$ cat src/hdl/scrl_pkg.sv
// Shared constants and carrier types of the serial control register logic.
// Assumes an AXI4-Lite register bus with 32-bit data and a 4-bit byte address.
package scrl_pkg;

	// ****************************************
	// Register map and bus answers
	// ****************************************
	localparam logic [3:0] SCRL_OFS_CTRL   = 4'h0;
	localparam logic [3:0] SCRL_OFS_FMT    = 4'h4;
	localparam logic [3:0] SCRL_OFS_STATUS = 4'h8;
	localparam logic [3:0] SCRL_OFS_TXHOLD = 4'hC;
	localparam logic [1:0] SCRL_RESP_OKAY  = 2'h0;
	localparam logic [1:0] SCRL_RESP_SLVERR = 2'h2;

	// ****************************************
	// Reset values
	// ****************************************
	localparam logic [7:0] SCRL_CTRL_RST   = 8'h00;
	localparam logic [7:0] SCRL_FMT_RST    = 8'h00;
	localparam logic [7:0] SCRL_STATUS_RST = 8'h84;
	localparam logic [7:0] SCRL_TXHOLD_RST = 8'hFF;
	localparam logic [7:0] SCRL_RXHOLD_RST = 8'h00;

	// ****************************************
	// Field positions
	// ****************************************
	localparam int CB_TXE_IE   = 7;
	localparam int CB_RXF_IE   = 6;
	localparam int CB_TX_EN    = 5;
	localparam int CB_RX_EN    = 4;
	localparam int CB_ADDR_WT  = 3;
	localparam int CB_TXD_IE   = 2;
	localparam int CB_CLK_EXT  = 1;
	localparam int CB_CLK_OUT  = 0;
	localparam int FB_SYNC     = 7;
	localparam int FB_MPROC    = 2;
	localparam int SB_TXEMPTY  = 7;
	localparam int SB_RXFULL   = 6;
	localparam int SB_OVERRUN  = 5;
	localparam int SB_FRAMING  = 4;
	localparam int SB_PARITY   = 3;
	localparam int SB_TXDONE   = 2;
	localparam int SB_ADDRBIT  = 1;
	localparam int SB_ADDRTX   = 0;

	// Flags that software may clear by writing zero after reading one.
	localparam logic [7:0] SCRL_CLEARABLE = 8'hF8;

	// Events delivered by the shifters and baud generator.
	typedef struct packed {
		logic       tx_idle;
		logic       tx_last_bit;
		logic       rx_done;
		logic [7:0] rx_data;
		logic       rx_addr;
		logic       rx_frame_err;
		logic       rx_parity_err;
		logic       brg_half_tick;
	} scrl_shift_in_type;

	// Interrupt request levels.
	typedef struct packed {
		logic txempty_irq;
		logic rxfull_irq;
		logic rxerror_irq;
		logic txdone_irq;
	} scrl_irq_type;

endpackage

$ cat src/hdl/scrl_pin_sync.sv
// Two-stage synchroniser with an edge detector for one pin.
// Assumes the pin is asynchronous to sys_clk; edges are found on the second stage.
`timescale 1ns/100ps

module scrl_pin_sync
	import scrl_pkg::*;
(
	input  wire logic sys_clk,
	input  wire logic rst_n,
	input  wire logic ce,
	input  wire logic pin_in,
	output logic      level,
	output logic      rise,
	output logic      fall
);

	typedef struct packed {
		logic meta;
		logic sync;
		logic last;
	} scrl_sync_type;

	scrl_sync_type state_ff;
	scrl_sync_type nxt_state;

	// The first stage is read only by the second stage.
	always_comb begin
		nxt_state      = state_ff;
		nxt_state.meta = pin_in;
		nxt_state.sync = state_ff.meta;
		nxt_state.last = state_ff.sync;
	end

	// State register, frozen while the clock enable is low.
	always_ff @(posedge sys_clk or negedge rst_n) begin
		if (!rst_n) begin
			state_ff <= '{meta: 1'b1, sync: 1'b1, last: 1'b1};
		end else if (ce) begin
			state_ff <= nxt_state;
		end
	end

	// Outputs taken from the settled stages.
	assign level = state_ff.sync;
	assign rise  = state_ff.sync & ~state_ff.last;
	assign fall  = ~state_ff.sync & state_ff.last;

endmodule // scrl_pin_sync

$ cat src/hdl/scrl_ctrl.sv
// Serial control register logic with its format, status and data registers.
// Assumes shifters and a baud generator on sys_clk, and an AXI4-Lite master.
//
// The AXI4-Lite interface to the registers and the address map were chosen for this implementation.
`timescale 1ns/100ps

// How it works
// RL1: Control register clears to zero on reset and on low-power entry.
// RL2: Transmit-empty request needs its enable and the empty flag.
// RL3: Transmit-empty request drops on flag read-then-clear or enable cleared.
// RL4: Receive-full interrupt enable bit gates both receive-full and receive-error requests.
// RL5: Receive requests drop when the flag is read-then-cleared or enable cleared.
// RL6: With transmit disabled the empty flag stays set and nothing is sent.
// RL7: Transmit enabled: data loads into shifter once empty flag is cleared.
// RL8: Software sets the transfer format before enabling transmit.
// RL9: Clearing receive enable leaves all receive flags unchanged.
// RL10: Reception starts on start bit (async) or incoming clock (sync).
// RL11: Software sets the reception format before enabling receive.
// RL12: Address wait acts only in async multiprocessor reception.
// RL13: During address wait, data characters are dropped without flags.
// RL14: An address character sets the address bit and ends address wait.
// RL15: Transmit-done request needs its enable and the done flag.
// RL16: Transmit-done request drops when flags clear or its enable clears.
// RL17: Clock bits choose internal or external clock and the pin role.
// RL18: Clock output select matters only for internal async clocking.
// RL19: Async internal clock output toggles at the bit rate.
// RL20: External async clock must be sixteen times the bit rate.
// RL21: Clock bits are set before the operating mode is fixed.
// RL22: Format bit seven picks asynchronous or clocked synchronous operation.
// RL23: Each request is its flag AND its enable, registered.
module scrl_ctrl
	import scrl_pkg::*;
(
	input  wire logic               sys_clk,
	input  wire logic               rst_n,
	input  wire logic               ce,
	input  wire logic               lowpower_clr,
	input  wire logic               s_axi_awvalid,
	output logic                    s_axi_awready,
	input  wire logic [3:0]         s_axi_awaddr,
	input  wire logic               s_axi_wvalid,
	output logic                    s_axi_wready,
	input  wire logic [31:0]        s_axi_wdata,
	input  wire logic [3:0]         s_axi_wstrb,
	output logic                    s_axi_bvalid,
	input  wire logic               s_axi_bready,
	output logic [1:0]              s_axi_bresp,
	input  wire logic               s_axi_arvalid,
	output logic                    s_axi_arready,
	input  wire logic [3:0]         s_axi_araddr,
	output logic                    s_axi_rvalid,
	input  wire logic               s_axi_rready,
	output logic [31:0]             s_axi_rdata,
	output logic [1:0]              s_axi_rresp,
	input  wire scrl_shift_in_type  shift_in,
	output logic                    tx_load,
	output logic [7:0]              tx_data,
	output logic                    rx_start,
	output logic                    ext_clk_edge,
	output logic [7:0]              fmt_bits,
	output logic                    tx_enable,
	output logic                    rx_enable,
	input  wire logic               rxd_pin,
	input  wire logic               serial_clock_pin_i,
	output logic                    serial_clock_pin_o,
	output logic                    serial_clock_pin_oe_n,
	output scrl_irq_type            irq
);

	// ****************************************
	// State
	// ****************************************
	typedef struct packed {
		logic [7:0]   ctrl;
		logic [7:0]   fmt;
		logic [7:0]   status;
		logic [7:0]   armed;
		logic [7:0]   txhold;
		logic [7:0]   rxhold;
		logic         aw_have;
		logic [3:0]   aw_addr;
		logic         w_have;
		logic [7:0]   w_data;
		logic         w_lane0;
		logic         awready;
		logic         wready;
		logic         bvalid;
		logic [1:0]   bresp;
		logic         arready;
		logic         rvalid;
		logic [31:0]  rdata;
		logic [1:0]   rresp;
		logic         tx_load;
		logic [7:0]   tx_data;
		logic         rx_start;
		logic         ext_edge;
		logic         sck_o;
		logic         sck_oe_n;
		scrl_irq_type irq;
	} scrl_state_type;

	scrl_state_type state_ff;
	scrl_state_type nxt_state;

	logic rxd_level;
	logic rxd_fall;
	logic sck_rise;
	logic sck_fall;

	// Decodes a byte address into the mapped register set.
	function automatic logic scrl_mapped(input logic [3:0] addr);
		scrl_mapped = (addr == SCRL_OFS_CTRL) || (addr == SCRL_OFS_FMT) ||
		              (addr == SCRL_OFS_STATUS) || (addr == SCRL_OFS_TXHOLD);
	endfunction

	// Returns the register value seen by a read at an address.
	function automatic logic [7:0] scrl_read(input scrl_state_type s, input logic [3:0] addr);
		case (addr)
			SCRL_OFS_CTRL: begin
				scrl_read = s.ctrl;
			end
			SCRL_OFS_FMT: begin
				scrl_read = s.fmt;
			end
			SCRL_OFS_STATUS: begin
				scrl_read = s.status;
			end
			SCRL_OFS_TXHOLD: begin
				scrl_read = s.txhold;
			end
			default: begin
				scrl_read = 8'h00;
			end
		endcase
	endfunction

	// ****************************************
	// Pin synchronisers
	// ****************************************
	scrl_pin_sync u_rxd_sync (
		.sys_clk (sys_clk),
		.rst_n   (rst_n),
		.ce      (ce),
		.pin_in  (rxd_pin),
		.level   (rxd_level),
		.rise    (),
		.fall    (rxd_fall)
	);

	scrl_pin_sync u_sck_sync (
		.sys_clk (sys_clk),
		.rst_n   (rst_n),
		.ce      (ce),
		.pin_in  (serial_clock_pin_i),
		.level   (),
		.rise    (sck_rise),
		.fall    (sck_fall)
	);

	// ****************************************
	// Next-state logic
	// ****************************************
	always_comb begin
		logic sync_mode;
		logic clk_ext;
		logic addr_wait;
		logic drive_clk;
		logic wr_fire;
		logic [7:0] st_clr;
		sync_mode = state_ff.fmt[FB_SYNC]; // RL22
		clk_ext   = state_ff.ctrl[CB_CLK_EXT];
		addr_wait = state_ff.ctrl[CB_ADDR_WT] & state_ff.fmt[FB_MPROC] & ~sync_mode; // RL12
		drive_clk = 1'b0;
		wr_fire   = 1'b0;
		st_clr    = 8'h00;
		nxt_state = state_ff;
		nxt_state.tx_load  = 1'b0;
		nxt_state.rx_start = 1'b0;
		nxt_state.ext_edge = 1'b0;

		// Write address and data are taken independently.
		if (s_axi_awvalid && state_ff.awready) begin
			nxt_state.aw_have = 1'b1;
			nxt_state.aw_addr = s_axi_awaddr;
		end
		if (s_axi_wvalid && state_ff.wready) begin
			nxt_state.w_have  = 1'b1;
			nxt_state.w_data  = s_axi_wdata[7:0];
			nxt_state.w_lane0 = s_axi_wstrb[0];
		end
		if (state_ff.bvalid && s_axi_bready) begin
			nxt_state.bvalid = 1'b0;
		end

		// A complete write posts the response and, when byte lane 0 is strobed, updates the register.
		if (state_ff.aw_have && state_ff.w_have && !state_ff.bvalid) begin
			wr_fire           = 1'b1;
			nxt_state.aw_have = 1'b0;
			nxt_state.w_have  = 1'b0;
			nxt_state.bvalid  = 1'b1;
			nxt_state.bresp   = scrl_mapped(state_ff.aw_addr) ? SCRL_RESP_OKAY : SCRL_RESP_SLVERR;
		end
		if (wr_fire && state_ff.w_lane0) begin
			case (state_ff.aw_addr)
				SCRL_OFS_CTRL: begin
					nxt_state.ctrl = state_ff.w_data;
				end
				SCRL_OFS_FMT: begin
					nxt_state.fmt = state_ff.w_data;
				end
				SCRL_OFS_STATUS: begin
					// Only flags read as one may be cleared by a zero.
					st_clr = ~state_ff.w_data & state_ff.armed & SCRL_CLEARABLE; // RL3 RL5
					nxt_state.status = state_ff.status & ~st_clr;
					nxt_state.status[SB_ADDRTX] = state_ff.w_data[SB_ADDRTX];
					nxt_state.armed = 8'h00;
				end
				SCRL_OFS_TXHOLD: begin
					nxt_state.txhold = state_ff.w_data;
				end
				default: begin
					nxt_state.txhold = state_ff.txhold;
				end
			endcase
		end

		// Clearing the empty flag also clears the done flag.
		if (st_clr[SB_TXEMPTY]) begin
			nxt_state.status[SB_TXDONE] = 1'b0; // RL16
		end

		// Read channel; a status read arms the clearable flags that read as one.
		if (state_ff.rvalid && s_axi_rready) begin
			nxt_state.rvalid = 1'b0;
		end
		if (s_axi_arvalid && state_ff.arready) begin
			nxt_state.rvalid = 1'b1;
			nxt_state.rdata  = {24'h000000, scrl_read(state_ff, s_axi_araddr)};
			nxt_state.rresp  = scrl_mapped(s_axi_araddr) ? SCRL_RESP_OKAY : SCRL_RESP_SLVERR;
			if (s_axi_araddr == SCRL_OFS_STATUS) begin
				nxt_state.armed = state_ff.status & SCRL_CLEARABLE;
			end
		end

		// Transmit side; hardware sets are applied after software clears.
		if (!state_ff.ctrl[CB_TX_EN]) begin
			nxt_state.status[SB_TXEMPTY] = 1'b1; // RL6
		end else if (!state_ff.status[SB_TXEMPTY] && shift_in.tx_idle) begin
			nxt_state.tx_load = 1'b1; // RL7
			nxt_state.tx_data = state_ff.txhold;
			nxt_state.status[SB_TXEMPTY] = 1'b1; // RL2
		end
		if (shift_in.tx_last_bit && state_ff.status[SB_TXEMPTY]) begin
			nxt_state.status[SB_TXDONE] = 1'b1; // RL15
		end

		// Receive side; clearing receive enable touches no flag.
		if (shift_in.rx_done && state_ff.ctrl[CB_RX_EN]) begin // RL9
			if (addr_wait && !shift_in.rx_addr) begin
				nxt_state.status = nxt_state.status; // RL13
			end else begin
				if (state_ff.fmt[FB_MPROC] && !sync_mode) begin
					nxt_state.status[SB_ADDRBIT] = shift_in.rx_addr;
				end
				if (addr_wait) begin
					nxt_state.ctrl[CB_ADDR_WT] = 1'b0; // RL14
				end
				if (state_ff.status[SB_RXFULL]) begin
					nxt_state.status[SB_OVERRUN] = 1'b1;
				end else if (shift_in.rx_frame_err && !sync_mode) begin
					nxt_state.status[SB_FRAMING] = 1'b1;
					nxt_state.rxhold = shift_in.rx_data;
				end else if (shift_in.rx_parity_err && !sync_mode && !state_ff.fmt[FB_MPROC]) begin
					nxt_state.status[SB_PARITY] = 1'b1;
					nxt_state.rxhold = shift_in.rx_data;
				end else begin
					nxt_state.status[SB_RXFULL] = 1'b1;
					nxt_state.rxhold = shift_in.rx_data;
				end
			end
		end

		// Start of reception: start bit in async, external clock falling edge in sync.
		if (state_ff.ctrl[CB_RX_EN] && !(|state_ff.status[SB_OVERRUN:SB_PARITY])) begin
			if (sync_mode) begin
				nxt_state.rx_start = clk_ext & sck_fall; // RL10
			end else begin
				nxt_state.rx_start = rxd_fall; // RL10
			end
		end

		// Clock pin role and the internal bit-rate clock output.
		drive_clk = ~clk_ext & (sync_mode | state_ff.ctrl[CB_CLK_OUT]); // RL17 RL18
		nxt_state.sck_oe_n = ~drive_clk;
		if (!drive_clk) begin
			nxt_state.sck_o = 1'b1;
		end else if (shift_in.brg_half_tick) begin
			nxt_state.sck_o = ~state_ff.sck_o; // RL19
		end
		nxt_state.ext_edge = clk_ext & sck_rise; // RL20

		// Low-power entry returns every register to its reset value.
		if (lowpower_clr) begin
			nxt_state.ctrl   = SCRL_CTRL_RST; // RL1
			nxt_state.fmt    = SCRL_FMT_RST;
			nxt_state.status = SCRL_STATUS_RST;
			nxt_state.armed  = 8'h00;
			nxt_state.txhold = SCRL_TXHOLD_RST;
			nxt_state.rxhold = SCRL_RXHOLD_RST;
			nxt_state.tx_load  = 1'b0;
			nxt_state.rx_start = 1'b0;
		end

		// Requests are registered flag AND enable.
		nxt_state.irq.txempty_irq = nxt_state.status[SB_TXEMPTY] & nxt_state.ctrl[CB_TXE_IE]; // RL2 RL23
		nxt_state.irq.rxfull_irq  = nxt_state.status[SB_RXFULL] & nxt_state.ctrl[CB_RXF_IE]; // RL4 RL23
		nxt_state.irq.rxerror_irq = (|nxt_state.status[SB_OVERRUN:SB_PARITY]) & nxt_state.ctrl[CB_RXF_IE]; // RL4 RL5
		nxt_state.irq.txdone_irq  = nxt_state.status[SB_TXDONE] & nxt_state.ctrl[CB_TXD_IE]; // RL15 RL23

		// Ready flags reflect the next holding state.
		nxt_state.awready = ~nxt_state.aw_have & ~nxt_state.bvalid;
		nxt_state.wready  = ~nxt_state.w_have & ~nxt_state.bvalid;
		nxt_state.arready = ~nxt_state.rvalid;
	end

	// ****************************************
	// State register
	// ****************************************
	always_ff @(posedge sys_clk or negedge rst_n) begin
		if (!rst_n) begin
			state_ff          <= '0;
			state_ff.ctrl     <= SCRL_CTRL_RST; // RL1
			state_ff.fmt      <= SCRL_FMT_RST;
			state_ff.status   <= SCRL_STATUS_RST;
			state_ff.txhold   <= SCRL_TXHOLD_RST;
			state_ff.rxhold   <= SCRL_RXHOLD_RST;
			state_ff.sck_o    <= 1'b1;
			state_ff.sck_oe_n <= 1'b1;
		end else if (ce) begin
			state_ff <= nxt_state;
		end
	end

	// ****************************************
	// Outputs
	// ****************************************
	assign s_axi_awready         = state_ff.awready;
	assign s_axi_wready          = state_ff.wready;
	assign s_axi_bvalid          = state_ff.bvalid;
	assign s_axi_bresp           = state_ff.bresp;
	assign s_axi_arready         = state_ff.arready;
	assign s_axi_rvalid          = state_ff.rvalid;
	assign s_axi_rdata           = state_ff.rdata;
	assign s_axi_rresp           = state_ff.rresp;
	assign tx_load               = state_ff.tx_load;
	assign tx_data               = state_ff.tx_data;
	assign rx_start              = state_ff.rx_start;
	assign ext_clk_edge          = state_ff.ext_edge;
	assign fmt_bits              = state_ff.fmt;
	assign tx_enable             = state_ff.ctrl[CB_TX_EN];
	assign rx_enable             = state_ff.ctrl[CB_RX_EN];
	assign serial_clock_pin_o    = state_ff.sck_o;
	assign serial_clock_pin_oe_n = state_ff.sck_oe_n;
	assign irq                   = state_ff.irq;

	// The synchronised receive level is left unused; it drives no output and no logic.
	logic rxd_idle_unused;
	assign rxd_idle_unused = rxd_level;

endmodule // scrl_ctrl

$ cat config.mk
export PLATFORM = sky130hd
export DESIGN_NAME = scrl_ctrl
export DESIGN_NICKNAME = d
export VERILOG_FILES = /design/src/hdl/scrl_pkg.sv /design/src/hdl/scrl_pin_sync.sv /design/src/hdl/scrl_ctrl.sv
export SDC_FILE = /design/constraint.sdc
export NUM_CORES = 1
export LEC_CHECK = 0
export ABC_AREA = 1
export BUFFER_PORTS_ARGS = -buffer_cell sky130_fd_sc_hd__buf_4
export CAP_MARGIN = 20
export CORE_MARGIN = 1.5
export CORE_UTILIZATION = 52
export DETAILED_ROUTE_END_ITERATION = 10
export GPL_TIMING_DRIVEN = 0
export PLACE_DENSITY = 0.83
export SYNTH_ARGS = -nofsm -noshare
export SYNTH_HDL_FRONTEND = slang
export SYNTH_SLANG_ARGS = --single-unit
export TNS_END_PERCENT = 20
$ cat constraint.sdc
create_clock -name sys_clk -period 1.8 [get_ports sys_clk]
set_input_delay 0.36 -clock sys_clk [delete_from_list [all_inputs] [get_ports sys_clk]]
set_output_delay 0.36 -clock sys_clk [all_outputs]
set_load 0.1 [all_outputs]
**Yosys cells after proc, flatten, opt, wreduce, memory -nomap -nowiden**

Index checks and enable logic that the tools add are counted.

- Register bits after elaboration: 95
- Input bits: 70
- Output and inout port bits: 68

- Equal/unequal tests: 7
- Muxes and demuxes: 52
- Bitwise logic cells: 30
- Reduce and logical (&&, ||, !) cells: 46

Operators by type and width:

| operator | count |
|---|---|
| 8-bit 2-to-1 mux | 10 |
| 48-bit 2-to-1 mux | 1 |
| 40-bit 2-to-1 mux | 1 |
| 35-bit 2-to-1 mux | 1 |
| 8-bit one-hot mux with 4 select lines | 1 |
| 1-bit 2-to-1 mux | 27 |
| 9-bit 2-to-1 mux | 2 |
| 1-bit logical AND | 17 |
| 8-bit bitwise AND | 2 |
| 4-bit == test (second input constant) | 4 |
| 16-bit 2-to-1 mux | 1 |
| 8-bit inverter | 2 |
| 1-bit bitwise AND | 14 |
| 3-bit AND reduction | 4 |
| 1-bit inverter | 11 |
| 10-bit 2-to-1 mux | 1 |
| 2-bit AND reduction | 5 |
| 4-bit by 3-bit == test with 1-bit output (second input constant) | 2 |
| 4-bit logical NOT | 2 |
| 2-bit nonzero test | 4 |
| 7-bit 2-to-1 mux | 1 |
| 1-bit logical NOT | 6 |
| 1-bit logical OR | 6 |
| 2-bit 2-to-1 mux | 3 |
| other kinds (6) | 7 |

**Depth between registers and ports, before layout**

- Word-level depth: 14
- Mapped depth: 10
- Depth with buffers taken out: 10

**Modules after synthesis**

A second synthesis with hierarchy kept.

- Cells, all modules: 564
- Area, all modules: 4670.7 µm²

Modules (own cells, without submodules):

| module | times used | cells each | area an instance (µm²) | seq. area each (µm²) |
|---|---|---|---|---|
| scrl_ctrl | 1 | 530 | 4408.0 | 2117.0 |
| scrl_pin_sync | 2 | 17 | 131.4 | 78.8 |

**Worst setup path after synthesis**

No wires, ideal clock.

- Kind: reg2reg
- Start: reg state_ff (netlist bit s_axi_bvalid)
- End: reg state_ff (netlist bit fmt_bits[6])
- Arrival: 1.787 ns
- Data required time: 1.708 ns
- Slack: -0.079 ns
- Cell stages (with the launch flop): 10
- Period minus slack after synthesis: 1.879 ns
- Cell sequence: dfrtp_1 > inv_1 > nand3_4 > nor2_4 > nand2_4 > nand2_4 > o21ai_4 > buf_6 > nand2_2 > o31ai_2

- Longest elaborated chain between the ends: 6

RTL lines:

| element | line | RTL |
|---|---|---|
| start, declared | scrl_ctrl.sv:102 | `scrl_state_type state_ff;` |
| start signal, assigned | scrl_ctrl.sv:340 | `state_ff <= nxt_state;` |
| 1-bit logical NOT | scrl_ctrl.sv:196 | `if (state_ff.aw_have && state_ff.w_have && !state_ff.bvalid) begin` |
| 1-bit logical AND | scrl_ctrl.sv:196 |  |
| 1-bit 2-to-1 mux | scrl_ctrl.sv:196 |  |
| 1-bit logical AND | scrl_ctrl.sv:203 | `if (wr_fire && state_ff.w_lane0) begin` |
| 2-bit nonzero test (no line) | n/a |  |
| 3-bit AND reduction (no line) | n/a |  |

No other way between the ends.
A chain may end at the register's enable or synchronous reset.

**Final worst setup path**

- Start: reg state_ff (netlist bit fmt_bits[7])
- End: out fmt_bits[7]

RTL lines:

| element | line | RTL |
|---|---|---|
| end, declared | scrl_ctrl.sv:60 | `output logic [7:0] fmt_bits,` |

No word-level cell between the ends.

==> run metrics <==
Final Cycle Share 94.08%; # Max-Cap Violations 0; Post-synth EDFFs 0; number of global-route vias before repair 3687; sw frac 42.03%; total CTS buffers 9; Finished Cell Area 0.005679 mm²; CP arrival 1330 ps; CP Class reg -> out; status completed; I/O pins 138; Initial Utilization 53.26%; Die Wd 97.28 µm; CTS Sinks 90; remaining global-route overflow 0; layout cells sized above 1 30.83%; first-pass GRT wire length 18.33 mm; Final Util 65.44%; hpwl dp 8.057 mm; Mapped Area 0.004622 mm²; RSZ-0062 raised after global routing false; post-synth top area share 38.98%; initial antenna violation count 0; Area growth syn-to-layout 22.87%; FMAX 590.5 MHz; final wirelength 10.90 mm; clk buf depth 2; Final Hold Viols 0; Synth Warn # 0; CP max FO 7; post-synthesis register bit count 90; via count 3936; Cell Area, Placed 0.005415 mm²; Comb pwr share 34.3%; Synth Flop Type dfrtp_1; die height 97.28 µm; PwrDens 1117 mW/mm²; Reg power frac 41.4%; Final Wtd Congestion 0.9510; antenna cells 0; largest net degree at the start of global routing 91; top cells by instance count after synthesis 181 x nand2_1, 72 x dfrtp_1, 57 x buf_4; input/output buffers 75; Post-synth ARST share 100.0%; peak supply drop 1.254 mV; hold_ws 186.5 ps; CTS Root Cell clkbuf_8; Syn Area/Cell 8.450 µm²; total power 0.006345 W; setup violators final 0; Clock Power Share 24.3%; Critical Path RT 1440 ps; core area 0.008678 mm²; count leader, synth nand2_1; Int Pwr 0.003678 W; startpoint types flip-flop; Slew Viols, Final 0; CTS H-tree depth 3; Hold WC Path Type in -> reg; Mapped Cells 547; library cells used by synthesis 41; die area 0.009462 mm²; WL/cell 14.10 µm; Vias/cell 5.092; Psw 0.002666 W; Leak Pwr 2.988 nW; clk_skew 10.94 ps; Synth area leader dfrtp_1; worst-skew pair later-pin latency 360 ps; clock-pin transition on the worst setup and hold timing paths 100 ps; ANT nets after route 0; Final #Nets 730; DRT iter0 DRCs 323; top post-synthesis cells by area dfrtp_1 39%, nand2_1 15%, dfstp_2 10%; post-synthesis sequential area ratio 49.21%; std cell rows 34; CTS tree yes; Residual DRC 0; First-pass DRT Iterations 6; minimum clock period 1693 ps; endpoint type of the worst setup path primary output; GRT Util Overall 24.12%
## critical path, cell delays in order (launching register included)
cell     delay (ps)
dfrtp_1         540
buf_4           170
buf_4           270
## kinds of logic (layout without fill, tap and decap cells)
kind of cell / count (synthesis) / count (layout) / synth area share [%]
simple gates: 241 / 241 / 22.90
buf+inv: 121 / 214 / 15.02
compound gates: 93 / 93 / 12.59
flops: 90 / 90 / 49.21
other cells: 1 / 26 / 0.08113
xor+xnor: 1 / 1 / 0.1895
## per-stage QoR
step	setup slack, ps	setup TNS (ps)	std cells
after detailed placement	171.1	0	755
after CTS	102.6	0	771
final	106.6	0	773
after global routing	40.68	0	773
after global placement	199.4	0	755
after floorplan	-16.60	-16.60	572
## sequential cells by signal, summed over array words and instances, names as in the netlist, 4 cells and up
register     flops
state_ff        42
fmt_bits         8
s_axi_rdata      8
tx_data          8
irq              4
## power by group through the flow
| stage | Sequential, W | Combinational, W | Clock [W] |
|---|---|---|---|
| 2_1_floorplan | 0.00288 | 0.00143 | 0 |
| 3_3_place_gp | 0.00265 | 0.00213 | 0 |
| 3_5_place_dp | 0.00266 | 0.00216 | 0 |
| 4_1_cts | 0.00262 | 0.00217 | 0.00157 |
| 5_1_grt | 0.00266 | 0.00232 | 0.00165 |
| 6_report | 0.00263 | 0.00217 | 0.00154 |
## final cells by class
| type | count | area, µm² |
|---|---|---|
| Sequential cell | 90 | 2276 |
| Buffer | 68 | 493.0 |
| Tap cell | 108 | 135.1 |
| Clock inverter | 7 | 102.6 |
| Timing Repair Buffer | 77 | 600.6 |
| Clock buffer | 9 | 123.9 |
| Multi-Input combinational cell | 361 | 1747 |
| Fill cell | 746 | 2999 |
| Inverter | 53 | 201.4 |
## final timing paths
path	slack [ps]	cells after the start	endpoint	startpoint
worst max-delay path	110	2	fmt_bits[7]	fmt_bits[7]
worst min-delay path	190	3	state_ff[60]	s_axi_wdata[1]
worst max register to register	190	4	tx_load	state_ff[104]
worst min register to register	470	2	u_sck_sync.nxt_state[1]	u_sck_sync.nxt_state[1]
max in group asynchronous	730	3	state_ff[104]	rst_n
min in group asynchronous	390	2	tx_data[3]	rst_n
## per-layer routing
layer | vias up | wire [µm] | GRT usage, %
met2 | 196 | 5169 | 38.52
li1 | 1909 | - | -
met3 | 33 | 771 | 4.460
met5 | - | 0 | 0
met1 | 1798 | 4657 | 33.03
met4 | 0 | 305 | 9.011
## placed cells by master (no fill, tap or decap), types with 2 or more instances in the layout
master       n
a21oi_1      2
a22oi_1      8
a31oi_1      3
a32o_1       2
buf_2        7
buf_4      132
buf_6        2
bufinv_16    2
clkbuf_8     9
clkinv_4     3
conb_1      26
dfrtp_1     71
dfstp_2     18
inv_1       48
inv_2        4
nand2_1    181
nand2_2      2
nand2_4      3
nand3_1     12
nand4_1      6
nor2_1      22
nor2_2       4
nor2_4       2
nor3_1       4
o2111ai_1    6
o21ai_0     45
o21ai_1      8
o21ai_2      5
o22ai_1      7
o31ai_1      2
## timing repair
action	CTS	global route
setup buffers	0	0
resized for setup	0	0
endpoints found under the setup margin	0	0
hold endpoints to repair	0	9
hold buffers	0	1
Power figures use the tool's default switching activity.
